[src/hdl/scss_consts.svh]
// Register offsets, field positions and reset values of the system clock selector.
// Assumes a 16-bit register port with one register per address.
// Functional notes
// - Selector 11 passes the direct clock input through.
// - Selector 10 with bypass divides the oscillator.
// - Prescaler divides by field value plus one.
// - Prescaler source is crystal or internal clock.
// - Factor one passes source clock unchanged.
// - Factors up to 1024 give lowest frequency.
// - Selector 10 without bypass runs the PLL.
// - PLL factor is feedback over input times output.
// - Selector 00 runs from the wakeup clock.
`ifndef SCSS_CONSTS_SVH
`define SCSS_CONSTS_SVH

`define SCSS_ADDR_W          4
`define SCSS_DATA_W          16
`define SCSS_ADDR_SYSCFG0    4'h0
`define SCSS_ADDR_PLLCFG0    4'h1
`define SCSS_ADDR_PRESCFG    4'h2
`define SCSS_ADDR_PLLCFG1    4'h3
`define SCSS_ADDR_STATUS     4'h4

`define SCSS_SEL_MSB         1
`define SCSS_SEL_LSB         0
`define SCSS_BYPASS_BIT      0
`define SCSS_OSCSRC_BIT      1
`define SCSS_PLL_INPUT_DIVIDER_FIELD_MSB        7
`define SCSS_PLL_INPUT_DIVIDER_FIELD_LSB        4
`define SCSS_PLL_FEEDBACK_FACTOR_FIELD_MSB        15
`define SCSS_PLL_FEEDBACK_FACTOR_FIELD_LSB        8
`define SCSS_K1_MSB          9
`define SCSS_K1_LSB          0
`define SCSS_K2_MSB          6
`define SCSS_K2_LSB          0

`define SCSS_SEL_RST         2'h0
`define SCSS_BYPASS_RST      1'b1
`define SCSS_OSCSRC_RST      1'b0
`define SCSS_PLL_INPUT_DIVIDER_FIELD_RST        4'h0
`define SCSS_PLL_FEEDBACK_FACTOR_FIELD_RST        8'h00
`define SCSS_K1_RST          10'h000
`define SCSS_K2_RST          7'h00

`define SCSS_SEL_DIRECT      2'h3
`define SCSS_SEL_DIVIDED     2'h2
`define SCSS_PER_W           16

`endif

[src/hdl/scss_pkg.sv]
// Types and shared arithmetic of the system clock selector.
// Assumes nothing of its surroundings.
package scss_pkg;

	typedef enum logic [1:0] {
		mode_wakeup,
		mode_pll,
		mode_presc,
		mode_direct
	} scss_mode_e;

	typedef enum logic [0:0] {
		st_run,
		st_park
	} scss_state_e;

	// A divider field holds the factor minus one.
	function automatic logic [10:0] scss_plus_one(input logic [9:0] field);
		return {1'b0, field} + 11'h001;
	endfunction

endpackage

[src/hdl/scss_top.sv]
// System clock source selector: registers, source sampling and glitch-free switch.
// Assumes clock sources arrive as pins unrelated to clk_sys, and a register
// master that issues one-cycle strobes on clk_sys.
//
// The placing of the registers and the plain strobed port were chosen for this implementation.
`timescale 1ns/1ns
`default_nettype none
`include "scss_consts.svh"
module scss_top
	import scss_pkg::*;
(
	// Clock and reset
	input  wire logic                     clk_sys,
	input  wire logic                     nrst,
	// Register port
	input  wire logic [`SCSS_ADDR_W-1:0]  addr,
	input  wire logic [`SCSS_DATA_W-1:0]  wr_data,
	input  wire logic                     wr_stb,
	input  wire logic                     rd_stb,
	output var  logic [`SCSS_DATA_W-1:0]  rd_data_q,
	// Clock source pins
	input  wire logic                     crystal_input,
	input  wire logic                     internal_clock,
	input  wire logic                     direct_clock_input,
	input  wire logic                     wakeup_clock,
	// Generated system clock and status
	output var  logic                     sys_clk_q,
	output var  logic                     switch_busy_q
);
	logic        rst_meta_q;
	logic        rst_n;
	logic [3:0]  pin_meta_q;
	logic [3:0]  pin_q;
	logic [3:0]  pin_prev_q;
	logic [3:0]  pin_rise;

	logic [1:0]  clock_source_select_q;
	logic        vco_bypass_q;
	logic        osc_source_sel_q;
	logic [3:0]  pll_input_divider_field_q;
	logic [7:0]  pll_feedback_factor_field_q;
	logic [9:0]  output_prescaler_field_q;
	logic [6:0]  pll_output_divider_field_q;

	scss_mode_e  want_mode;
	scss_mode_e  act_mode_q;
	scss_state_e state_q;
	logic        osc_lvl;
	logic        osc_rise;
	logic        presc_lvl;
	logic        pll_lvl;
	logic        pll_en;
	logic        lvl_act;
	logic        lvl_want;
	logic        switch_go;
	logic [15:0] rd_val;

	// Pin order inside the sampled vector.
	localparam int PIN_XTAL = 0;
	localparam int PIN_INT  = 1;
	localparam int PIN_DIR  = 2;
	localparam int PIN_WU   = 3;

	function automatic scss_mode_e decode_mode(input logic [1:0] sel, input logic bypass);
		if (sel == `SCSS_SEL_DIRECT)
			return mode_direct;
		else if (sel == `SCSS_SEL_DIVIDED)
			return bypass ? mode_presc : mode_pll;
		else
			return mode_wakeup;
	endfunction

	function automatic logic mode_level(input scss_mode_e m, input logic wu,
		input logic dir, input logic presc, input logic pll);
		case (m)
			mode_direct: return dir;
			mode_presc:  return presc;
			mode_pll:    return pll;
			default:     return wu;
		endcase
	endfunction

	// Reset release synchroniser.
	always_ff @(posedge clk_sys or negedge nrst)
	begin
		if (!nrst)
		begin
			rst_meta_q <= 1'b0;
			rst_n      <= 1'b0;
		end
		else
		begin
			rst_meta_q <= 1'b1;
			rst_n      <= rst_meta_q;
		end
	end

	// Every source clock is foreign to clk_sys and is sampled twice first.
	// The generated clock thus carries up to one clk_sys period of jitter.
	always_ff @(posedge clk_sys or negedge rst_n)
	begin
		if (!rst_n)
		begin
			pin_meta_q <= 4'h0;
			pin_q      <= 4'h0;
			pin_prev_q <= 4'h0;
		end
		else
		begin
			pin_meta_q <= {wakeup_clock, direct_clock_input, internal_clock, crystal_input};
			pin_q      <= pin_meta_q;
			pin_prev_q <= pin_q;
		end
	end

	always_comb
	begin
		pin_rise = pin_q & ~pin_prev_q;
		osc_lvl  = osc_source_sel_q ? pin_q[PIN_XTAL] : pin_q[PIN_INT];
		osc_rise = osc_source_sel_q ? pin_rise[PIN_XTAL] : pin_rise[PIN_INT];
		want_mode = decode_mode(clock_source_select_q, vco_bypass_q);
		pll_en    = (want_mode == mode_pll) || (act_mode_q == mode_pll);
	end

	// Register writes.
	always_ff @(posedge clk_sys or negedge rst_n)
	begin
		if (!rst_n)
			clock_source_select_q <= `SCSS_SEL_RST;
		else if (wr_stb && addr == `SCSS_ADDR_SYSCFG0)
			clock_source_select_q <= wr_data[`SCSS_SEL_MSB:`SCSS_SEL_LSB];
	end

	always_ff @(posedge clk_sys or negedge rst_n)
	begin
		if (!rst_n)
		begin
			vco_bypass_q                <= `SCSS_BYPASS_RST;
			osc_source_sel_q            <= `SCSS_OSCSRC_RST;
			pll_input_divider_field_q   <= `SCSS_PLL_INPUT_DIVIDER_FIELD_RST;
			pll_feedback_factor_field_q <= `SCSS_PLL_FEEDBACK_FACTOR_FIELD_RST;
		end
		else if (wr_stb && addr == `SCSS_ADDR_PLLCFG0)
		begin
			vco_bypass_q                <= wr_data[`SCSS_BYPASS_BIT];
			osc_source_sel_q            <= wr_data[`SCSS_OSCSRC_BIT];
			pll_input_divider_field_q   <= wr_data[`SCSS_PLL_INPUT_DIVIDER_FIELD_MSB:`SCSS_PLL_INPUT_DIVIDER_FIELD_LSB];
			pll_feedback_factor_field_q <= wr_data[`SCSS_PLL_FEEDBACK_FACTOR_FIELD_MSB:`SCSS_PLL_FEEDBACK_FACTOR_FIELD_LSB];
		end
	end

	always_ff @(posedge clk_sys or negedge rst_n)
	begin
		if (!rst_n)
			output_prescaler_field_q <= `SCSS_K1_RST;
		else if (wr_stb && addr == `SCSS_ADDR_PRESCFG)
			output_prescaler_field_q <= wr_data[`SCSS_K1_MSB:`SCSS_K1_LSB];
	end

	always_ff @(posedge clk_sys or negedge rst_n)
	begin
		if (!rst_n)
			pll_output_divider_field_q <= `SCSS_K2_RST;
		else if (wr_stb && addr == `SCSS_ADDR_PLLCFG1)
			pll_output_divider_field_q <= wr_data[`SCSS_K2_MSB:`SCSS_K2_LSB];
	end

	// Register reads; data stand only in the cycle after the strobe.
	always_comb
	begin
		rd_val = 16'h0000;
		if (addr == `SCSS_ADDR_SYSCFG0)
			rd_val[`SCSS_SEL_MSB:`SCSS_SEL_LSB] = clock_source_select_q;
		else if (addr == `SCSS_ADDR_PLLCFG0)
		begin
			rd_val[`SCSS_BYPASS_BIT] = vco_bypass_q;
			rd_val[`SCSS_OSCSRC_BIT] = osc_source_sel_q;
			rd_val[`SCSS_PLL_INPUT_DIVIDER_FIELD_MSB:`SCSS_PLL_INPUT_DIVIDER_FIELD_LSB] = pll_input_divider_field_q;
			rd_val[`SCSS_PLL_FEEDBACK_FACTOR_FIELD_MSB:`SCSS_PLL_FEEDBACK_FACTOR_FIELD_LSB] = pll_feedback_factor_field_q;
		end
		else if (addr == `SCSS_ADDR_PRESCFG)
			rd_val[`SCSS_K1_MSB:`SCSS_K1_LSB] = output_prescaler_field_q;
		else if (addr == `SCSS_ADDR_PLLCFG1)
			rd_val[`SCSS_K2_MSB:`SCSS_K2_LSB] = pll_output_divider_field_q;
		else if (addr == `SCSS_ADDR_STATUS)
			rd_val[4:0] = {sys_clk_q, switch_busy_q, state_q == st_park, act_mode_q};
	end

	always_ff @(posedge clk_sys or negedge rst_n)
	begin
		if (!rst_n)
			rd_data_q <= 16'h0000;
		else
			rd_data_q <= rd_stb ? rd_val : 16'h0000;
	end

	scss_prescaler u_presc
	(
		.clk_sys  (clk_sys),
		.rst_n    (rst_n),
		.src_lvl  (osc_lvl),
		.src_rise (osc_rise),
		.k1_field (output_prescaler_field_q),
		.div_q    (presc_lvl)
	);

	scss_pll u_pll
	(
		.clk_sys  (clk_sys),
		.rst_n    (rst_n),
		.enable   (pll_en),
		.ref_rise (osc_rise),
		.pll_input_divider_field     (pll_input_divider_field_q),
		.pll_feedback_factor_field     (pll_feedback_factor_field_q),
		.pll_output_divider_field    (pll_output_divider_field_q),
		.pll_q    (pll_lvl)
	);

	always_comb
	begin
		lvl_act  = mode_level(act_mode_q, pin_q[PIN_WU], pin_q[PIN_DIR], presc_lvl, pll_lvl);
		lvl_want = mode_level(want_mode, pin_q[PIN_WU], pin_q[PIN_DIR], presc_lvl, pll_lvl);
		// Leave the old source only while it and the output are both low.
		switch_go = (state_q == st_run) && (want_mode != act_mode_q)
			&& !sys_clk_q && !lvl_act;
	end

	// The parked output joins the new source only at one of its low phases,
	// so a high phase is never cut short; a low phase may stretch instead.
	always_ff @(posedge clk_sys or negedge rst_n)
	begin
		if (!rst_n)
		begin
			state_q    <= st_run;
			act_mode_q <= mode_wakeup;
		end
		else
		begin
			case (state_q)
				st_run:
					if (switch_go)
						state_q <= st_park;
				st_park:
					if (!lvl_want)
					begin
						act_mode_q <= want_mode;
						state_q    <= st_run;
					end
				default:
					state_q <= st_run;
			endcase
		end
	end

	always_ff @(posedge clk_sys or negedge rst_n)
	begin
		if (!rst_n)
			sys_clk_q <= 1'b0;
		else if (state_q == st_run && !switch_go)
			sys_clk_q <= lvl_act;
		else
			sys_clk_q <= 1'b0;
	end

	always_ff @(posedge clk_sys or negedge rst_n)
	begin
		if (!rst_n)
			switch_busy_q <= 1'b0;
		else
			switch_busy_q <= (want_mode != act_mode_q) || (state_q == st_park);
	end
endmodule // scss_top
`default_nettype wire

[src/hdl/scss_prescaler.sv]
// Output prescaler that divides a sampled source clock by a programmable factor.
// Assumes src_lvl and src_rise come from synchronised flops on clk_sys.
`timescale 1ns/1ns
`default_nettype none
module scss_prescaler
	import scss_pkg::*;
(
	// Clock and reset
	input  wire logic       clk_sys,
	input  wire logic       rst_n,
	// Source clock, sampled
	input  wire logic       src_lvl,
	input  wire logic       src_rise,
	// Divider field
	input  wire logic [9:0] k1_field,
	// Divided clock level
	output var  logic       div_q
);
	logic [10:0] k_cur_q;
	logic [10:0] k_eff;
	logic [9:0]  cnt_q;
	logic [9:0]  cnt_d;
	logic        wrap;
	logic        div_d;

	always_comb
	begin
		// A new factor is taken only at a period boundary.
		wrap  = src_rise && ({1'b0, cnt_q} >= (k_cur_q - 11'h001));
		k_eff = wrap ? scss_plus_one(k1_field) : k_cur_q;
		if (wrap)
			cnt_d = 10'h000;
		else if (src_rise)
			cnt_d = cnt_q + 10'h001;
		else
			cnt_d = cnt_q;
		if (k_eff == 11'h001)
			div_d = src_lvl;
		else if (src_rise)
			div_d = ({1'b0, cnt_d} < ((k_eff + 11'h001) >> 1));
		else
			div_d = div_q;
	end

	always_ff @(posedge clk_sys or negedge rst_n)
	begin
		if (!rst_n)
			k_cur_q <= 11'h001;
		else if (wrap)
			k_cur_q <= k_eff;
	end

	always_ff @(posedge clk_sys or negedge rst_n)
	begin
		if (!rst_n)
			cnt_q <= 10'h000;
		else
			cnt_q <= cnt_d;
	end

	always_ff @(posedge clk_sys or negedge rst_n)
	begin
		if (!rst_n)
			div_q <= 1'b0;
		else
			div_q <= div_d;
	end
endmodule // scss_prescaler
`default_nettype wire

[src/hdl/scss_pll.sv]
// Digital frequency synthesiser standing in for the PLL.
// Assumes ref_rise is a one-cycle pulse per reference period, on clk_sys.
`timescale 1ns/1ns
`default_nettype none
`include "scss_consts.svh"
module scss_pll
	import scss_pkg::*;
(
	// Clock and reset
	input  wire logic       clk_sys,
	input  wire logic       rst_n,
	// Control
	input  wire logic       enable,
	input  wire logic       ref_rise,
	input  wire logic [3:0] pll_input_divider_field,
	input  wire logic [7:0] pll_feedback_factor_field,
	input  wire logic [6:0] pll_output_divider_field,
	// Synthesised clock level
	output var  logic       pll_q
);
	localparam int PW = `SCSS_PER_W;

	logic [PW-1:0] cnt_q;
	logic [PW-1:0] per_q;
	logic          valid_q;
	logic [31:0]   acc_q;
	logic [31:0]   thr;
	logic [31:0]   sum;
	logic [31:0]   inc;

	// The output toggles 2*N times per P*K2 reference periods, so its rate
	// is the reference rate times N/(P*K2); it cannot exceed half of clk_sys.
	always_comb
	begin
		thr = 32'(per_q) * 32'(scss_plus_one({6'h00, pll_input_divider_field}))
			* 32'(scss_plus_one({3'h0, pll_output_divider_field}));
		inc = 32'(scss_plus_one({2'h0, pll_feedback_factor_field})) << 1;
		sum = acc_q + inc;
	end

	// The period estimate only moves at reference edges, so the frequency changes in steps.
	always_ff @(posedge clk_sys or negedge rst_n)
	begin
		if (!rst_n)
		begin
			cnt_q   <= '0;
			per_q   <= '0;
			valid_q <= 1'b0;
		end
		else if (!enable)
		begin
			cnt_q   <= '0;
			valid_q <= 1'b0;
		end
		else if (ref_rise)
		begin
			cnt_q   <= PW'(1);
			per_q   <= (cnt_q == '0) ? PW'(1) : cnt_q;
			valid_q <= valid_q || (cnt_q != '0);
		end
		else if (cnt_q != '1)
			cnt_q <= cnt_q + PW'(1);
	end

	always_ff @(posedge clk_sys or negedge rst_n)
	begin
		if (!rst_n)
		begin
			acc_q <= '0;
			pll_q <= 1'b0;
		end
		else if (!enable || !valid_q)
		begin
			acc_q <= '0;
			pll_q <= 1'b0;
		end
		else if (sum >= thr)
		begin
			acc_q <= (sum - thr < thr) ? sum - thr : 32'h0000_0000;
			pll_q <= !pll_q;
		end
		else
			acc_q <= sum;
	end
endmodule // scss_pll
`default_nettype wire

[config.mk]
export PLATFORM = sky130hd
export DESIGN_NAME = scss_top
export DESIGN_NICKNAME = d
export VERILOG_FILES = /design/src/hdl/scss_pkg.sv /design/src/hdl/scss_top.sv /design/src/hdl/scss_prescaler.sv /design/src/hdl/scss_pll.sv
export VERILOG_INCLUDE_DIRS = /design/src /design/src/hdl
export SDC_FILE = /design/constraint.sdc
export NUM_CORES = 1
export LEC_CHECK = 0
export BUFFER_PORTS_ARGS = -buffer_cell sky130_fd_sc_hd__buf_2
export CORE_MARGIN = 2
export CORE_UTILIZATION = 65
export CTS_CLUSTER_SIZE = 20
export DETAILED_ROUTE_END_ITERATION = 7
export PLACE_DENSITY = 0.94
export SYNTH_ARGS = -nofsm -noshare
export SYNTH_HDL_FRONTEND = slang
export SYNTH_HIERARCHICAL = 1
export SYNTH_SLANG_ARGS = --single-unit
[constraint.sdc]
create_clock -name clk_sys -period 5.9 [get_ports clk_sys]
set_input_delay 0.59 -clock clk_sys [delete_from_list [all_inputs] [get_ports clk_sys]]
set_output_delay 0.59 -clock clk_sys [all_outputs]
set_load 0.02 [all_outputs]
==> results of run 1 <==
-- layer usage --
layer  GRT usage, %  GRT overflow
met1          79.71             8
met2          96.18           421
met3          74.91             8
met4          88.35           212
met5          41.99             2
-- timing repair --
item,in CTS
resized for setup,133
endpoints found under the hold margin,2
setup endpoints to repair,30
pin swaps,90
setup buffers,37
gates cloned,2
hold buffers,1
-- cells by family after synthesis --
logic type      Yosys count  synth area share [%]
compound gates          368                 12.71
xor+xnor                171                 8.150
fa+ha+maj               331                 28.69
buf+inv                 322                 6.930
flops                   154                 20.78
mux                      52                 3.161
other cells               2               0.04046
simple gates            732                 19.54
-- per-stage QoR --
| step | cells | hold WS, ps | utilization, % | TNS (ps) |
|---|---|---|---|---|
| after floorplan | 2134 | 294.4 | - | -151250 |
| after global placement | 2883 | 332.1 | 80.36 | -170920 |
| after detailed placement | 2883 | 347.1 | 80.36 | -197270 |
| after CTS | 2953 | 244.6 | 85.62 | -179130 |
==> results_dict.tcl, run 1 <==
set metrics [dict create \
    synth_top_area_share_pct 20.49 \
    clock-sinks 154 \
    cts_buffer_depth 2 \
    htreeDepth 4 \
    synth_cells 2132 \
    numCtsBuffers 17 \
    ys_top_cells_by_count "inv_1, nor2_1, ha_1" \
    synth.most_common_cell "inv_1" \
    pre_cts_ws_ps -6703 \
    die_h_um 173.0 \
    rows 61 \
    synth_ff_type "dfrtp_1" \
    grt_pass1_vias 27860 \
    place_area_um2 22450 \
    clock-root-buffer "clkbuf_16" \
    synth.avg_cell_area_um2 8.706 \
    seq_area_frac_synth_pct 20.78 \
    synthTopCellsByArea "dfrtp_1, fa_1, ha_1, inv_1, nor2_1" \
    stop_stage "global routing (5_1_grt)" \
    track_usage_pct 83.44 \
    initial_utilization_pct 66.45 \
    yosysWarningCount 6 \
    synth-seq-cells 154 \
    synth_area_um2 18560 \
    ys_async_sr_fraction_pct 100.0 \
    io_buffer_count 45 \
    boundaryPins 46 \
    dp_hpwl_um 51120 \
    yosys.area.top_type "dfrtp_1" \
    grt_pass1_wl_um 191200 \
    grt_max_degree 67 \
    error_line "[ERROR GRT-0116] Global routing finished with congestion. Check the congestion regions in the DRC Viewer." \
    synth-edff-count 0 \
    outcome "did not finish" \
    grt.overflow.total 651 \
    die_w_um 173.0 \
    gp_congestion 1.016 \
    ys_types 93 \
]
==> run 2, diff against run 1 <==
- CORE_UTILIZATION: 65 -> 40
- CTS_CLUSTER_SIZE: 20 -> not set
- PLACE_DENSITY: 0.94 -> not set
- PLACE_DENSITY_LB_ADDON: not set -> 0.15
==> run 2 against run 1 <==
Compared with the run above: the flow now finishes, with violations (setup timing); synthesized area unchanged; synthesized cell count is the same.
==> results_dict.tcl, run 2 <==
set metrics [dict create \
    outcome "finished with violations" \
    violations "setup timing" \
    min_period_ps 11410 \
    cp_data_required_time_ps 6290 \
    drtIter0Drc 905 \
    holdPathStages 1 \
    gp_congestion 0.8815 \
    grt_pass1_vias 17100 \
    dr.pass1.iters 5 \
    ant_nets 0 \
    muxShareOfSynthArea_pct 3.161 \
    routed_via_density 5.046 \
    rows 78 \
    die_w_um 219.4 \
    pre_cts_ws_ps -6082 \
    ys_async_sr_fraction_pct 100.0 \
    cp-end-kind "register" \
    synth-simple-area-share_pct 19.54 \
    startpoint "pll_input_divider_field_q[0]" \
    diodes 0 \
    finalInstanceArea_um2 24600 \
    synth-seq-cells 154 \
    p_per_area_nw_per_um2 551.9 \
    fin_nets 2967 \
    critPathMaxStageDelay_ps 650 \
    slew_violations 0 \
    drive_above_1_share_pct 31.66 \
    synth.avg_cell_area_um2 8.706 \
    wirelength_um 49880 \
    largest_register_ffs 32 \
    synth_fa_ha_area_share_pct 28.69 \
    rsz0062_at_grt "yes" \
    fmax_mhz 87.67 \
    hold_path.class "in2reg" \
    r2r_start "pll_input_divider_field_q[0]" \
    skew_ps 13.18 \
    synth_area_um2 18560 \
    synth_top_family_by_area "adder cells" \
    die_h_um 219.4 \
    worstPathArrival_ps 11800 \
    peakVddDrop_mv 0.5258 \
    numCtsBuffers 17 \
    cp_max_fo 8 \
    seq_area_frac_synth_pct 20.78 \
    cp_common_cell "buf_4" \
    final_cells 3222 \
    wire_per_inst_um 15.48 \
    yosys.area.top_type "dfrtp_1" \
    cts_tree "done" \
    cp-start-kind "register" \
    grt_max_degree 57 \
    final_cell_mix "buf_4, inv_1, nor2_1, fa_1, nand2_1" \
    grt_pass1_wl_um 84750 \
    regMostFlops "u_pll/acc_q" \
    r2r_cells 54 \
    track_usage_pct 21.94 \
    synth_ff_type "dfrtp_1" \
    synthXorXnorAreaFrac_pct 8.150 \
    coreArea_um2 45580 \
    r2r-end "u_pll/acc_q[11]" \
    maxCapViolations 0 \
    final_common_cell "buf_4" \
    synthToLayoutAreaGrowth_pct 32.53 \
    drc 0 \
    setup_viol 30 \
    slowest_stage "or4_4" \
    crit_type "reg2reg" \
    initial_utilization_pct 40.73 \
    clock-root-buffer "clkbuf_16" \
    vias 16260 \
    ys_top_cells_by_count "inv_1, nor2_1, ha_1" \
    fin_crit_sh_pct 193.3 \
    synth.most_common_cell "inv_1" \
    clock-sinks 154 \
    relSlewSlack_pct 28.88 \
    cts_buffer_depth 2 \
    synth_top_area_share_pct 20.49 \
    synthTopCellsByArea "dfrtp_1, fa_1, ha_1, inv_1, nor2_1" \
    dpl.cell_count 3134 \
    yosysWarningCount 6 \
    dp_hpwl_um 40710 \
    synth_cells 2132 \
    antenna_found_initial 0 \
    whs_endpoint "pin_meta_q[3]" \
    synth-edff-count 0 \
    grt.overflow.total 0 \
    clkTransAtPathRegs_ps 70 \
    clkLatencyLatePin_ps 470 \
    synth-compound-area-share_pct 12.71 \
    leakage_nw 12.05 \
    boundaryPins 46 \
    tightest_slew_ps 1053 \
    finalPower_mw 13.58 \
    final_hold_viol_count 0 \
    die_area_um2 48140 \
    io_buffer_count 45 \
    setup_slack_ps -5507 \
    htreeDepth 4 \
    tns_ps -161070 \
    worst_hold_startpoint "wakeup_clock" \
    r2r_slack_ps -5510 \
    ys_types 93 \
    place_area_um2 22940 \
]
## run 2: how the worst max path moves through the flow
| stage | endpoint | slack [ps] |
|---|---|---|
| after floorplan | u_pll/acc_q[27] | -5140 |
| after global placement | u_pll/acc_q[19] | -5930 |
| after detailed placement | u_pll/acc_q[11] | -6080 |
| after CTS | u_pll/acc_q[28] | -5410 |
| after global routing | u_pll/acc_q[11] | -5950 |
| final | u_pll/acc_q[11] | -5510 |
## run 2: cells by family (layout without fill, tap and decap cells)
group / Yosys count / count (layout)
AND/OR/NAND/NOR: 732 / 735
AO/OA/AOI/OAI: 368 / 368
adder cells (fa/ha/maj): 331 / 331
other: 2 / 4
flip-flops: 154 / 154
multiplexers: 52 / 52
XOR/XNOR: 171 / 171
buffers and inverters: 322 / 807
## run 2: where the power goes
part	switching, mW	total (mW)	internal [mW]
Clock	0.517	1.16	0.647
Combinational	5.25	11.0	5.72
Sequential	0.247	1.45	1.20
Total	6.01	13.6	7.57
## run 2: routing by layer
metal / part of all wire [%] / track usage, % / vias up
met2: 47 / 36.73 / 232
met3: 2.8 / 2.384 / 48
met4: 1.5 / 5.653 / 0
met5: 0 / 0 / -
li1: - / - / 8061
met1: 48 / 30.17 / 7916
## run 2: area by class of cell
| type | count | area (um2) |
|---|---|---|
| Timing Repair Buffer | 513 | 3785 |
| Multi-Input combinational cell | 1661 | 14590 |
| Clock inverter | 15 | 200.2 |
| Sequential cell | 154 | 3862 |
| Clock buffer | 17 | 425.4 |
| Tap cell | 600 | 750.7 |
| Fill cell | 4203 | 20980 |
| Inverter | 262 | 983.4 |
## run 2: critical path, delay by kind of cell (launching register included)
family | cells | cell delay [ps]
buffers and inverters | 20 | 2260
and+or+nand+nor | 5 | 1180
adders and majority gates | 12 | 4500
xor gates and xnor gates | 2 | 320
DFF | 1 | 440
AOI/OAI and AO/OA | 15 | 2590
## run 2: timing repair
item | in CTS | in global routing
endpoints found under the setup margin | 30 | 31
buffers inserted | 40 | 12
hold endpoints to repair | 2 | 0
cloned | 3 | 0
hold buffers | 1 | 0
pin swaps | 106 | 66
resized for setup | 85 | 58
## run 2: stage by stage
| step | hold slack (ps) | util [%] |
|---|---|---|
| 2_1_floorplan | 294.4 | - |
| 3_3_place_gp | 337.5 | 50.34 |
| 3_5_place_dp | 335.5 | 50.34 |
| 4_1_cts | 186.0 | 53.20 |
| 5_1_grt | 207.4 | 53.98 |
| 6_report | 229.3 | 53.98 |
Power figures use the tool's default switching activity.
